**config.mk**
```make
export PLATFORM = sky130hd
export DESIGN_NAME = csc_comm_setup
export DESIGN_NICKNAME = d
export VERILOG_FILES = /design/src/shared/csc_pkg.sv /design/src/shared/csc_baud_if.sv /design/src/verilog/csc_baud_gen.sv /design/src/verilog/csc_comm_setup.sv
export VERILOG_INCLUDE_DIRS = /design/src /design/src/shared
export SDC_FILE = /design/constraint.sdc
export NUM_CORES = 1
export LEC_CHECK = 0
export ABC_CLOCK_PERIOD_IN_PS = 192700
export BUFFER_PORTS_ARGS = -buffer_cell sky130_fd_sc_hd__buf_2
export CELL_PAD_IN_SITES_DETAIL_PLACEMENT = 0
export CELL_PAD_IN_SITES_GLOBAL_PLACEMENT = 2
export CORE_ASPECT_RATIO = 2
export CORE_MARGIN = 5
export CORE_UTILIZATION = 31
export CTS_BUF_LIST = sky130_fd_sc_hd__clkbuf_16
export DETAILED_ROUTE_END_ITERATION = 7
export PLACE_DENSITY = 0.74
export SYNTH_ARGS = -nofsm -noshare
export SYNTH_HDL_FRONTEND = slang
export SYNTH_SLANG_ARGS = --single-unit
```
**constraint.sdc**
```tcl
create_clock -name pclk -period 192.7 [get_ports pclk]
set_clock_uncertainty 0.1 [all_clocks]
set_input_delay 19.27 -clock pclk [delete_from_list [all_inputs] [get_ports pclk]]
set_output_delay 19.27 -clock pclk [all_outputs]
set_load 0.1 [all_outputs]
```
**src/shared/csc_cfg.svh**
```systemverilog
// Offsets, field positions, reset values and timing counts of the
// communication setup block. Included by bare name; definitions only.
`ifndef CSC_CFG_SVH
`define CSC_CFG_SVH

`define CSC_OFF_CTRL 12'h000
`define CSC_OFF_ADDR 12'h004
`define CSC_OFF_COMM 12'h008
`define CSC_OFF_STATUS 12'h00c
`define CSC_OFF_ACTIVE 12'h010
`define CSC_OFF_STORED 12'h014
`define CSC_OFF_CHAN 12'h018

`define CSC_COMM_BAUD_LSB 8
`define CSC_COMM_CKSUM_BIT 11
`define CSC_COMM_PROTO_BIT 12
`define CSC_ST_CFG_BIT 0
`define CSC_ST_REFUSED_BIT 1
`define CSC_ST_READY_BIT 2
`define CSC_ST_OVERDUE_BIT 3

`define CSC_FACTORY_ADDR 8'h01
`define CSC_FALLBACK_ADDR 8'h00
`define CSC_BAUD_300 3'h0
`define CSC_BAUD_9600 3'h5
`define CSC_BAUD_38400 3'h7

`define CSC_CLK_HZ 40000000
`define CSC_REPLY_MS 100
`define CSC_FRAME_BITS 10
`define CSC_BOOT_WAIT 2'h3

`endif

```
**src/shared/csc_pkg.sv**
```systemverilog
// Types shared by the communication setup block.
// Assumes nothing beyond a SystemVerilog compiler.
package csc_pkg;

  typedef enum logic [2:0] {
    CSC_BOOT = 3'b001,
    CSC_CFG = 3'b010,
    CSC_RUN = 3'b100
  } csc_state_t;

  typedef struct packed {
    logic modbus;
    logic cksum;
    logic [2:0] baud;
    logic [7:0] addr;
  } csc_comm_t;

endpackage

```
**src/shared/csc_baud_if.sv**
```systemverilog
// Carrier between the setup block and its bit-rate generator.
// Assumes both ends run on the same clock.
`timescale 1ns/1ps
`default_nettype none
interface csc_baud_if;
  logic [2:0] baud_code;
  logic run;
  logic bit_tick;
  logic char_tick;
  modport ctrl (output baud_code, output run, input bit_tick,
    input char_tick);
  modport gen (input baud_code, input run, output bit_tick,
    output char_tick);
endinterface
`default_nettype wire

```
**src/verilog/csc_baud_gen.sv**
```systemverilog
// Bit-rate generator: one-cycle enables per bit and per character.
// Assumes pclk at the rate given in the configuration header.
`timescale 1ns/1ps
`default_nettype none
`include "csc_cfg.svh"
module csc_baud_gen (
  // Clock and reset.
  input wire logic pclk,
  input wire logic presetn,
  // Rate selection and ticks.
  csc_baud_if.gen bi
);
  import csc_pkg::*;

  function automatic logic [17:0] csc_div(input logic [2:0] code);
    logic [31:0] r;
    r = 32'(`CSC_CLK_HZ / (300 << code));
    if (code == `CSC_BAUD_38400)
      r = 32'(`CSC_CLK_HZ / 38400);
    return r[17:0] - 18'h1;
  endfunction

  logic [17:0] div_reg;
  logic [3:0] bit_reg;
  logic bit_tick_reg, char_tick_reg;
  wire div_end = (div_reg >= csc_div(bi.baud_code));
  wire char_end = (bit_reg == 4'(`CSC_FRAME_BITS - 1));

  // Eight rates, each a doubling of the one below, from 300 up to 38400.
  always_ff @(posedge pclk or negedge presetn)
  begin
    if (!presetn)
    begin
      div_reg <= 18'h0;
      bit_reg <= 4'h0;
      bit_tick_reg <= 1'b0;
      char_tick_reg <= 1'b0;
    end
    else
    begin
      bit_tick_reg <= bi.run && div_end;
      char_tick_reg <= bi.run && div_end && char_end;
      if (!bi.run || div_end)
        div_reg <= 18'h0;
      else
        div_reg <= div_reg + 18'h1;
      if (!bi.run)
        bit_reg <= 4'h0;
      else if (div_end)
        bit_reg <= char_end ? 4'h0 : bit_reg + 4'h1;
    end
  end

  assign bi.bit_tick = bit_tick_reg;
  assign bi.char_tick = char_tick_reg;
endmodule // csc_baud_gen
`default_nettype wire

```
**src/verilog/csc_comm_setup.sv**
```systemverilog
// Start-up communication settings with strap-selected fallback, on APB.
// Assumes the strap pin is asynchronous and the APB master is on pclk.
`timescale 1ns/1ps
`default_nettype none
`include "csc_cfg.svh"
module csc_comm_setup #(
  parameter int NUM_CH = 4,
  parameter int REPLY_CYCLES = `CSC_CLK_HZ / 1000 * `CSC_REPLY_MS
) (
  // Clock and reset.
  input wire logic pclk,
  input wire logic presetn,
  // Register bus.
  input wire logic psel,
  input wire logic penable,
  input wire logic pwrite,
  input wire logic [11:0] paddr,
  input wire logic [31:0] pwdata,
  output logic [31:0] prdata,
  output logic pready,
  output logic pslverr,
  // Setup strap pin, low when tied to ground.
  input wire logic config_strap_n,
  // Command handshake with the serial front end.
  input wire logic cmd_received,
  input wire logic reply_started,
  // Settings in force.
  output logic [7:0] node_addr,
  output logic [2:0] baud_code,
  output logic cksum_en,
  output logic proto_modbus,
  output logic config_mode,
  output logic settings_ready,
  output logic [3:0] chan_en,
  output logic reply_overdue,
  // Line timing.
  output logic bit_tick,
  output logic char_tick
);
  import csc_pkg::*;

  localparam int RW = $clog2(REPLY_CYCLES + 1);
  localparam logic [3:0] CH_MASK = (NUM_CH == 2) ? 4'h3 : 4'hf;
  localparam csc_comm_t FACTORY = '{modbus: 1'b0, cksum: 1'b0,
    baud: `CSC_BAUD_9600, addr: `CSC_FACTORY_ADDR};
  localparam csc_comm_t FALLBACK = '{modbus: 1'b0, cksum: 1'b0,
    baud: `CSC_BAUD_9600, addr: `CSC_FALLBACK_ADDR};

  csc_baud_if bi ();
  csc_baud_gen u_baud (
    .pclk(pclk),
    .presetn(presetn),
    .bi(bi)
  );

  logic strap_meta_reg, strap_sync_reg;
  csc_state_t state_reg, state_next;
  logic [1:0] boot_cnt_reg;
  csc_comm_t stored_reg, active_reg;
  logic [3:0] chan_reg;
  logic refused_reg, overdue_reg, waiting_reg;
  logic [RW-1:0] reply_cnt_reg;
  logic pready_reg, pslverr_reg;
  logic [31:0] prdata_reg;

  // Bus decode.
  wire acc = psel && penable && pready_reg;
  wire wr = acc && pwrite;
  wire hit_ctrl = (paddr == `CSC_OFF_CTRL);
  wire hit_addr = (paddr == `CSC_OFF_ADDR);
  wire hit_comm = (paddr == `CSC_OFF_COMM);
  wire hit_stat = (paddr == `CSC_OFF_STATUS);
  wire hit_act = (paddr == `CSC_OFF_ACTIVE);
  wire hit_sto = (paddr == `CSC_OFF_STORED);
  wire hit_chan = (paddr == `CSC_OFF_CHAN);
  wire hit_any = hit_ctrl || hit_addr || hit_comm || hit_stat || hit_act
    || hit_sto || hit_chan;
  wire in_cfg = (state_reg == CSC_CFG);
  wire comm_refuse = hit_comm && !in_cfg;
  wire wr_restart = wr && hit_ctrl && pwdata[0];
  wire wr_addr = wr && hit_addr;
  wire wr_comm = wr && hit_comm && in_cfg;
  wire wr_chan = wr && hit_chan;
  wire refuse_evt = wr && comm_refuse;
  wire access_wait = psel && penable && !pready_reg;
  wire bad_access = !hit_any || (pwrite && comm_refuse);
  wire clr_refused = wr && hit_stat && pwdata[`CSC_ST_REFUSED_BIT];
  wire clr_overdue = wr && hit_stat && pwdata[`CSC_ST_OVERDUE_BIT];
  wire boot_done = (state_reg == CSC_BOOT)
    && (boot_cnt_reg == `CSC_BOOT_WAIT);
  wire reply_late = waiting_reg && !reply_started
    && (reply_cnt_reg == RW'(REPLY_CYCLES - 1));

  // Packs a settings record into its register word.
  function automatic logic [31:0] comm_word(input csc_comm_t s);
    return {19'h0, s.modbus, s.cksum, s.baud, s.addr};
  endfunction

  wire [31:0] comm_word_act = comm_word(active_reg);
  wire [31:0] comm_word_sto = comm_word(stored_reg);
  wire [31:0] stat_word = {28'h0, overdue_reg, (state_reg != CSC_BOOT),
    refused_reg, in_cfg};
  wire [31:0] rd_mux = hit_act ? comm_word_act :
    hit_sto ? comm_word_sto :
    hit_stat ? stat_word :
    hit_chan ? {28'h0, chan_reg} :
    hit_addr ? {24'h0, stored_reg.addr} : 32'h0;

  // Strap pin synchroniser.
  always_ff @(posedge pclk or negedge presetn)
  begin
    if (!presetn)
    begin
      strap_meta_reg <= 1'b1;
      strap_sync_reg <= 1'b1;
    end
    else
    begin
      strap_meta_reg <= config_strap_n;
      strap_sync_reg <= strap_meta_reg;
    end
  end

  // Start-up sequence: wait for the strap, then pick the settings.
  always_comb
  begin
    state_next = state_reg;
    case (state_reg)
      CSC_BOOT:
        if (boot_done)
          state_next = strap_sync_reg ? CSC_RUN : CSC_CFG;
      CSC_CFG:
        if (wr_restart)
          state_next = CSC_BOOT;
      CSC_RUN:
        if (wr_restart)
          state_next = CSC_BOOT;
      default:
        state_next = CSC_BOOT;
    endcase
  end

  always_ff @(posedge pclk or negedge presetn)
  begin
    if (!presetn)
    begin
      state_reg <= CSC_BOOT;
      boot_cnt_reg <= 2'h0;
      active_reg <= FALLBACK;
    end
    else
    begin
      state_reg <= state_next;
      if (state_reg != CSC_BOOT)
        boot_cnt_reg <= 2'h0;
      else if (!boot_done)
        boot_cnt_reg <= boot_cnt_reg + 2'h1;
      if (boot_done)
        active_reg <= strap_sync_reg ? stored_reg : FALLBACK;
    end
  end

  // Kept settings, written by configuration commands.
  always_ff @(posedge pclk or negedge presetn)
  begin
    if (!presetn)
      stored_reg <= FACTORY;
    else
    begin
      if (wr_addr)
        stored_reg.addr <= pwdata[7:0];
      if (wr_comm)
      begin
        stored_reg.baud <= pwdata[`CSC_COMM_BAUD_LSB +: 3];
        stored_reg.cksum <= pwdata[`CSC_COMM_CKSUM_BIT];
        stored_reg.modbus <= pwdata[`CSC_COMM_PROTO_BIT];
      end
    end
  end

  // Channel enables; the upper two stay off when NUM_CH is 2, none otherwise.
  always_ff @(posedge pclk or negedge presetn)
  begin
    if (!presetn)
      chan_reg <= CH_MASK;
    else if (wr_chan)
      chan_reg <= pwdata[3:0] & CH_MASK;
  end

  // Reply deadline watch.
  always_ff @(posedge pclk or negedge presetn)
  begin
    if (!presetn)
    begin
      waiting_reg <= 1'b0;
      reply_cnt_reg <= '0;
    end
    else
    begin
      if (reply_started || reply_late)
        waiting_reg <= 1'b0;
      else if (cmd_received)
        waiting_reg <= 1'b1;
      if (!waiting_reg || cmd_received)
        reply_cnt_reg <= '0;
      else
        reply_cnt_reg <= reply_cnt_reg + RW'(1);
    end
  end

  // Sticky status flags; a set in the same cycle beats a clear.
  always_ff @(posedge pclk or negedge presetn)
  begin
    if (!presetn)
    begin
      overdue_reg <= 1'b0;
      refused_reg <= 1'b0;
    end
    else
    begin
      if (reply_late)
        overdue_reg <= 1'b1;
      else if (clr_overdue)
        overdue_reg <= 1'b0;
      if (refuse_evt)
        refused_reg <= 1'b1;
      else if (clr_refused)
        refused_reg <= 1'b0;
    end
  end

  // Bus answer one cycle into the access phase.
  always_ff @(posedge pclk or negedge presetn)
  begin
    if (!presetn)
    begin
      pready_reg <= 1'b0;
      pslverr_reg <= 1'b0;
      prdata_reg <= 32'h0;
    end
    else
    begin
      pready_reg <= access_wait;
      pslverr_reg <= access_wait && bad_access;
      if (access_wait && !pwrite)
        prdata_reg <= rd_mux;
      else
        prdata_reg <= 32'h0;
    end
  end

  assign bi.baud_code = active_reg.baud;
  assign bi.run = (state_reg != CSC_BOOT);

  // Output stage.
  always_ff @(posedge pclk or negedge presetn)
  begin
    if (!presetn)
    begin
      node_addr <= 8'h0;
      baud_code <= 3'h0;
      cksum_en <= 1'b0;
      proto_modbus <= 1'b0;
      config_mode <= 1'b0;
      settings_ready <= 1'b0;
      chan_en <= 4'h0;
      reply_overdue <= 1'b0;
      bit_tick <= 1'b0;
      char_tick <= 1'b0;
    end
    else
    begin
      node_addr <= active_reg.addr;
      baud_code <= active_reg.baud;
      cksum_en <= active_reg.cksum;
      proto_modbus <= active_reg.modbus;
      config_mode <= in_cfg;
      settings_ready <= (state_reg != CSC_BOOT);
      chan_en <= chan_reg;
      reply_overdue <= overdue_reg;
      // A tick still in the generator at a restart is not passed on.
      bit_tick <= bi.bit_tick && bi.run;
      char_tick <= bi.char_tick && bi.run;
    end
  end

  assign prdata = prdata_reg;
  assign pready = pready_reg;
  assign pslverr = pslverr_reg;
endmodule // csc_comm_setup
`default_nettype wire

```
==> results.toml <==
[synthesis]
synthFlopType = "dfrtp_1"
synth_top_area_share_pct = 14.17
ys_types = 135
synth_area_per_cell_um2 = 7.266
yosysTopAreaCell = "ha_1"
async_flop_share_pct = 100.0
syn-instance-count = 3744
yosysWarnings = 0
synthTopCellsByArea = "ha_1 14%, dfrtp_1 10%, a21oi_1 6.7%, nor2_1 5.9%, nand2_1 4.7%"
synth_area_um2 = 27200
ys_seq_elements = 123
yosysSeqAreaShare_pct = 11.37
synth_edf_count = 0

[clock_tree]
clock_path_buffers = 3
numClockSinks = 123
post_cts_resized = 0
clk_pin_slew_worst_paths_ns = 0.05
cts_tree = "yes"
cts-root-buf = "clkbuf_16"
insertion_delay_ns = 0.48
cts_setup_buffers = 0
cts.htree.levels = 4
cts_buffers = 25
hold_buffers = 0

[floorplan]
start_util_pct = 31.23
std_cell_rows = 153
dieArea_um2 = 94130
ios = 108
die_x_um = 219.5
fp.dieH_um = 428.9
fp.coreArea_um2 = 87100

[sta]
setup_viol_count_final = 0
post-route-period-util_pct = 40.34
hold_viol_final = 0
fin_setup_tns_ns = 0
fmax_ghz = 0.01286
relSlewSlack_pct = 17.64
period_needed_ns = 77.74
rsz0062_at_grt = "false"
tightest_slew_ns = 1.224
slew_violations = 0

[hold_path]
hold_path_class = "reg2reg"
whs_endpoint = "strap_sync_reg$_DFF_PN1_"
whs_path_depth = 0
worstHoldStart = "strap_meta_reg$_DFF_PN1_"

[setup_path]
crit_required_ns = 192.99
r2r_end = "u_baud.div_reg[16]$_DFF_PN0_"
path_common_cell = "ha_1"
crit_path_start_kind = "register"
path_class = "reg2reg"
rrSetupSlack_ns = 114.96
max_stage_delay_ns = 1.10
reg2reg_depth = 299
crit_path_max_fanout = 58
r2r-start = "bi.baud_code[0]$_DFFE_PN1P_"
cp.arrival_ns = 78.02
worstSetupEndpointType = "register"
cp_slowest_cell = "o31ai_1"

[final_layout]
diodes = 0
layout_commonest_cell = "nor2_1"
layout_common_cells = "430 x nor2_1, 362 x a21oi_1, 341 x nand2_1"
nets = 4128
area.growth.synth_to_final_pct = 8.523
largest_register_ffs = 22
drive_gt1_share_pct = 9.913

[global_routing]
grt.met3_usage_pct = 1.170
grt_pass1_wl_um = 176600
grt_usage_pct = 24.33
grt_use_met1_pct = 21.59
grt_max_degree = 65
antenna_found_initial = 1
first_global_vias = 29800
grt.busiest_layer = "met2"
grtUsageMet2_pct = 49.97
grt_overflow_total = 0

[placed_design]
hpwlAfterDp_um = 95880
gp_congestion = 0.9224
port_buffers = 69

[detailed_routing]
via_per_inst = 5.938
firstDrtPassIters = 7
wirelength_um = 119600
drc_errors = 0
dr.first_iter.drc_count = 1488
route.detailed.wl_per_inst_um = 24.24
drtAntennaViolNets = 0
routed-via-count = 29300

[status]
status = "complete, no violations"

[job]
maxCapViolCount = 0
stage by stage:
stage / hold slack, ns / std cells / util, % / area [µm²] / worst slack [ns]
floorplan: 0.2452 / 3763 / - / 27270 / 129.16
global placement: 0.2473 / 4902 / 33.14 / 28870 / 115.24
detailed placement: 0.2470 / 4902 / 33.14 / 28870 / 115.44
CTS: 0.2547 / 4935 / 33.89 / 29520 / 115.17
global route: 0.2630 / 4935 / 33.89 / 29520 / 110.11
finish: 0.2541 / 4935 / 33.89 / 29520 / 114.96
layout make-up:
cell class / count / area, µm²
Fill cell: 9561 / 57580
Multi-Input combinational cell: 3376 / 23090
Sequential cell: 123 / 3093
Tap cell: 1162 / 1454
Timing Repair Buffer: 131 / 813.3
Clock buffer: 25 / 625.6
Inverter: 110 / 412.9
Clock inverter: 8 / 30.03
cell usage after synthesis (29+ instances only):
cell	number
nor2_1	430
nand2b_1	48
o211ai_1	36
ha_1	308
nor2b_1	43
a21oi_1	363
nand4_1	47
xor2_1	92
o21a_1	67
xnor2_1	141
mux2_2	68
or3_1	53
clkbuf_1	84
dfrtp_1	111
o31ai_1	34
nor4_1	29
a211oi_1	40
and2_1	47
mux2i_1	37
nor3_1	97
a21o_1	133
and3_1	45
inv_1	102
nand2_1	342
o21ai_0	213
a31oi_1	57
nand3_1	91
logic make-up (layout without fill, tap and decap cells):
logic type | Yosys count | after routing | synth area share, %
fa+ha+maj | 309 | 309 | 14.24
other cells | 2 | 21 | 0.02761
mux | 114 | 114 | 4.710
flops | 123 | 123 | 11.37
simple gates | 1404 | 1404 | 25.54
buf+inv | 264 | 274 | 4.204
xor+xnor | 234 | 234 | 7.562
compound gates | 1294 | 1294 | 32.35
layer usage:
layer | routed length (µm) | share of wire, %
met5 | 0 | 0
met4 | 10320 | 8.6
met3 | 2988 | 2.5
met2 | 67370 | 56
met1 | 38930 | 33
how the worst max path moves through the flow:
stage / startpoint / end / depth (start not counted) / slack [ns]
floorplan: bi.baud_code[1]$_DFFE_PN0P_ / u_baud.div_reg[10]$_DFF_PN0_ / 334 / 129.16
global placement: bi.baud_code[0]$_DFFE_PN1P_ / u_baud.div_reg[13]$_DFF_PN0_ / 299 / 115.24
detailed placement: bi.baud_code[0]$_DFFE_PN1P_ / u_baud.div_reg[16]$_DFF_PN0_ / 302 / 115.44
CTS: bi.baud_code[0]$_DFFE_PN1P_ / u_baud.div_reg[16]$_DFF_PN0_ / 298 / 115.17
global route: bi.baud_code[0]$_DFFE_PN1P_ / u_baud.div_reg[14]$_DFF_PN0_ / 308 / 110.11
finish: bi.baud_code[0]$_DFFE_PN1P_ / u_baud.div_reg[16]$_DFF_PN0_ / 299 / 114.96
worst max-delay path: cells and delay by family, from the launching register on:
family | cells | cell delay, ns
AO/OA/AOI/OAI | 143 | 34.39
AND/OR/NAND/NOR | 95 | 23.48
adder cells (fa/ha/maj) | 31 | 10.69
buffers and inverters | 19 | 4.93
multiplexers | 6 | 2.21
XOR/XNOR | 5 | 0.94
flip-flops | 1 | 0.51
Power is left out: the tool's default activity adds up to more than one toggle a clock period on the data nets, which glitch-free logic cannot reach.
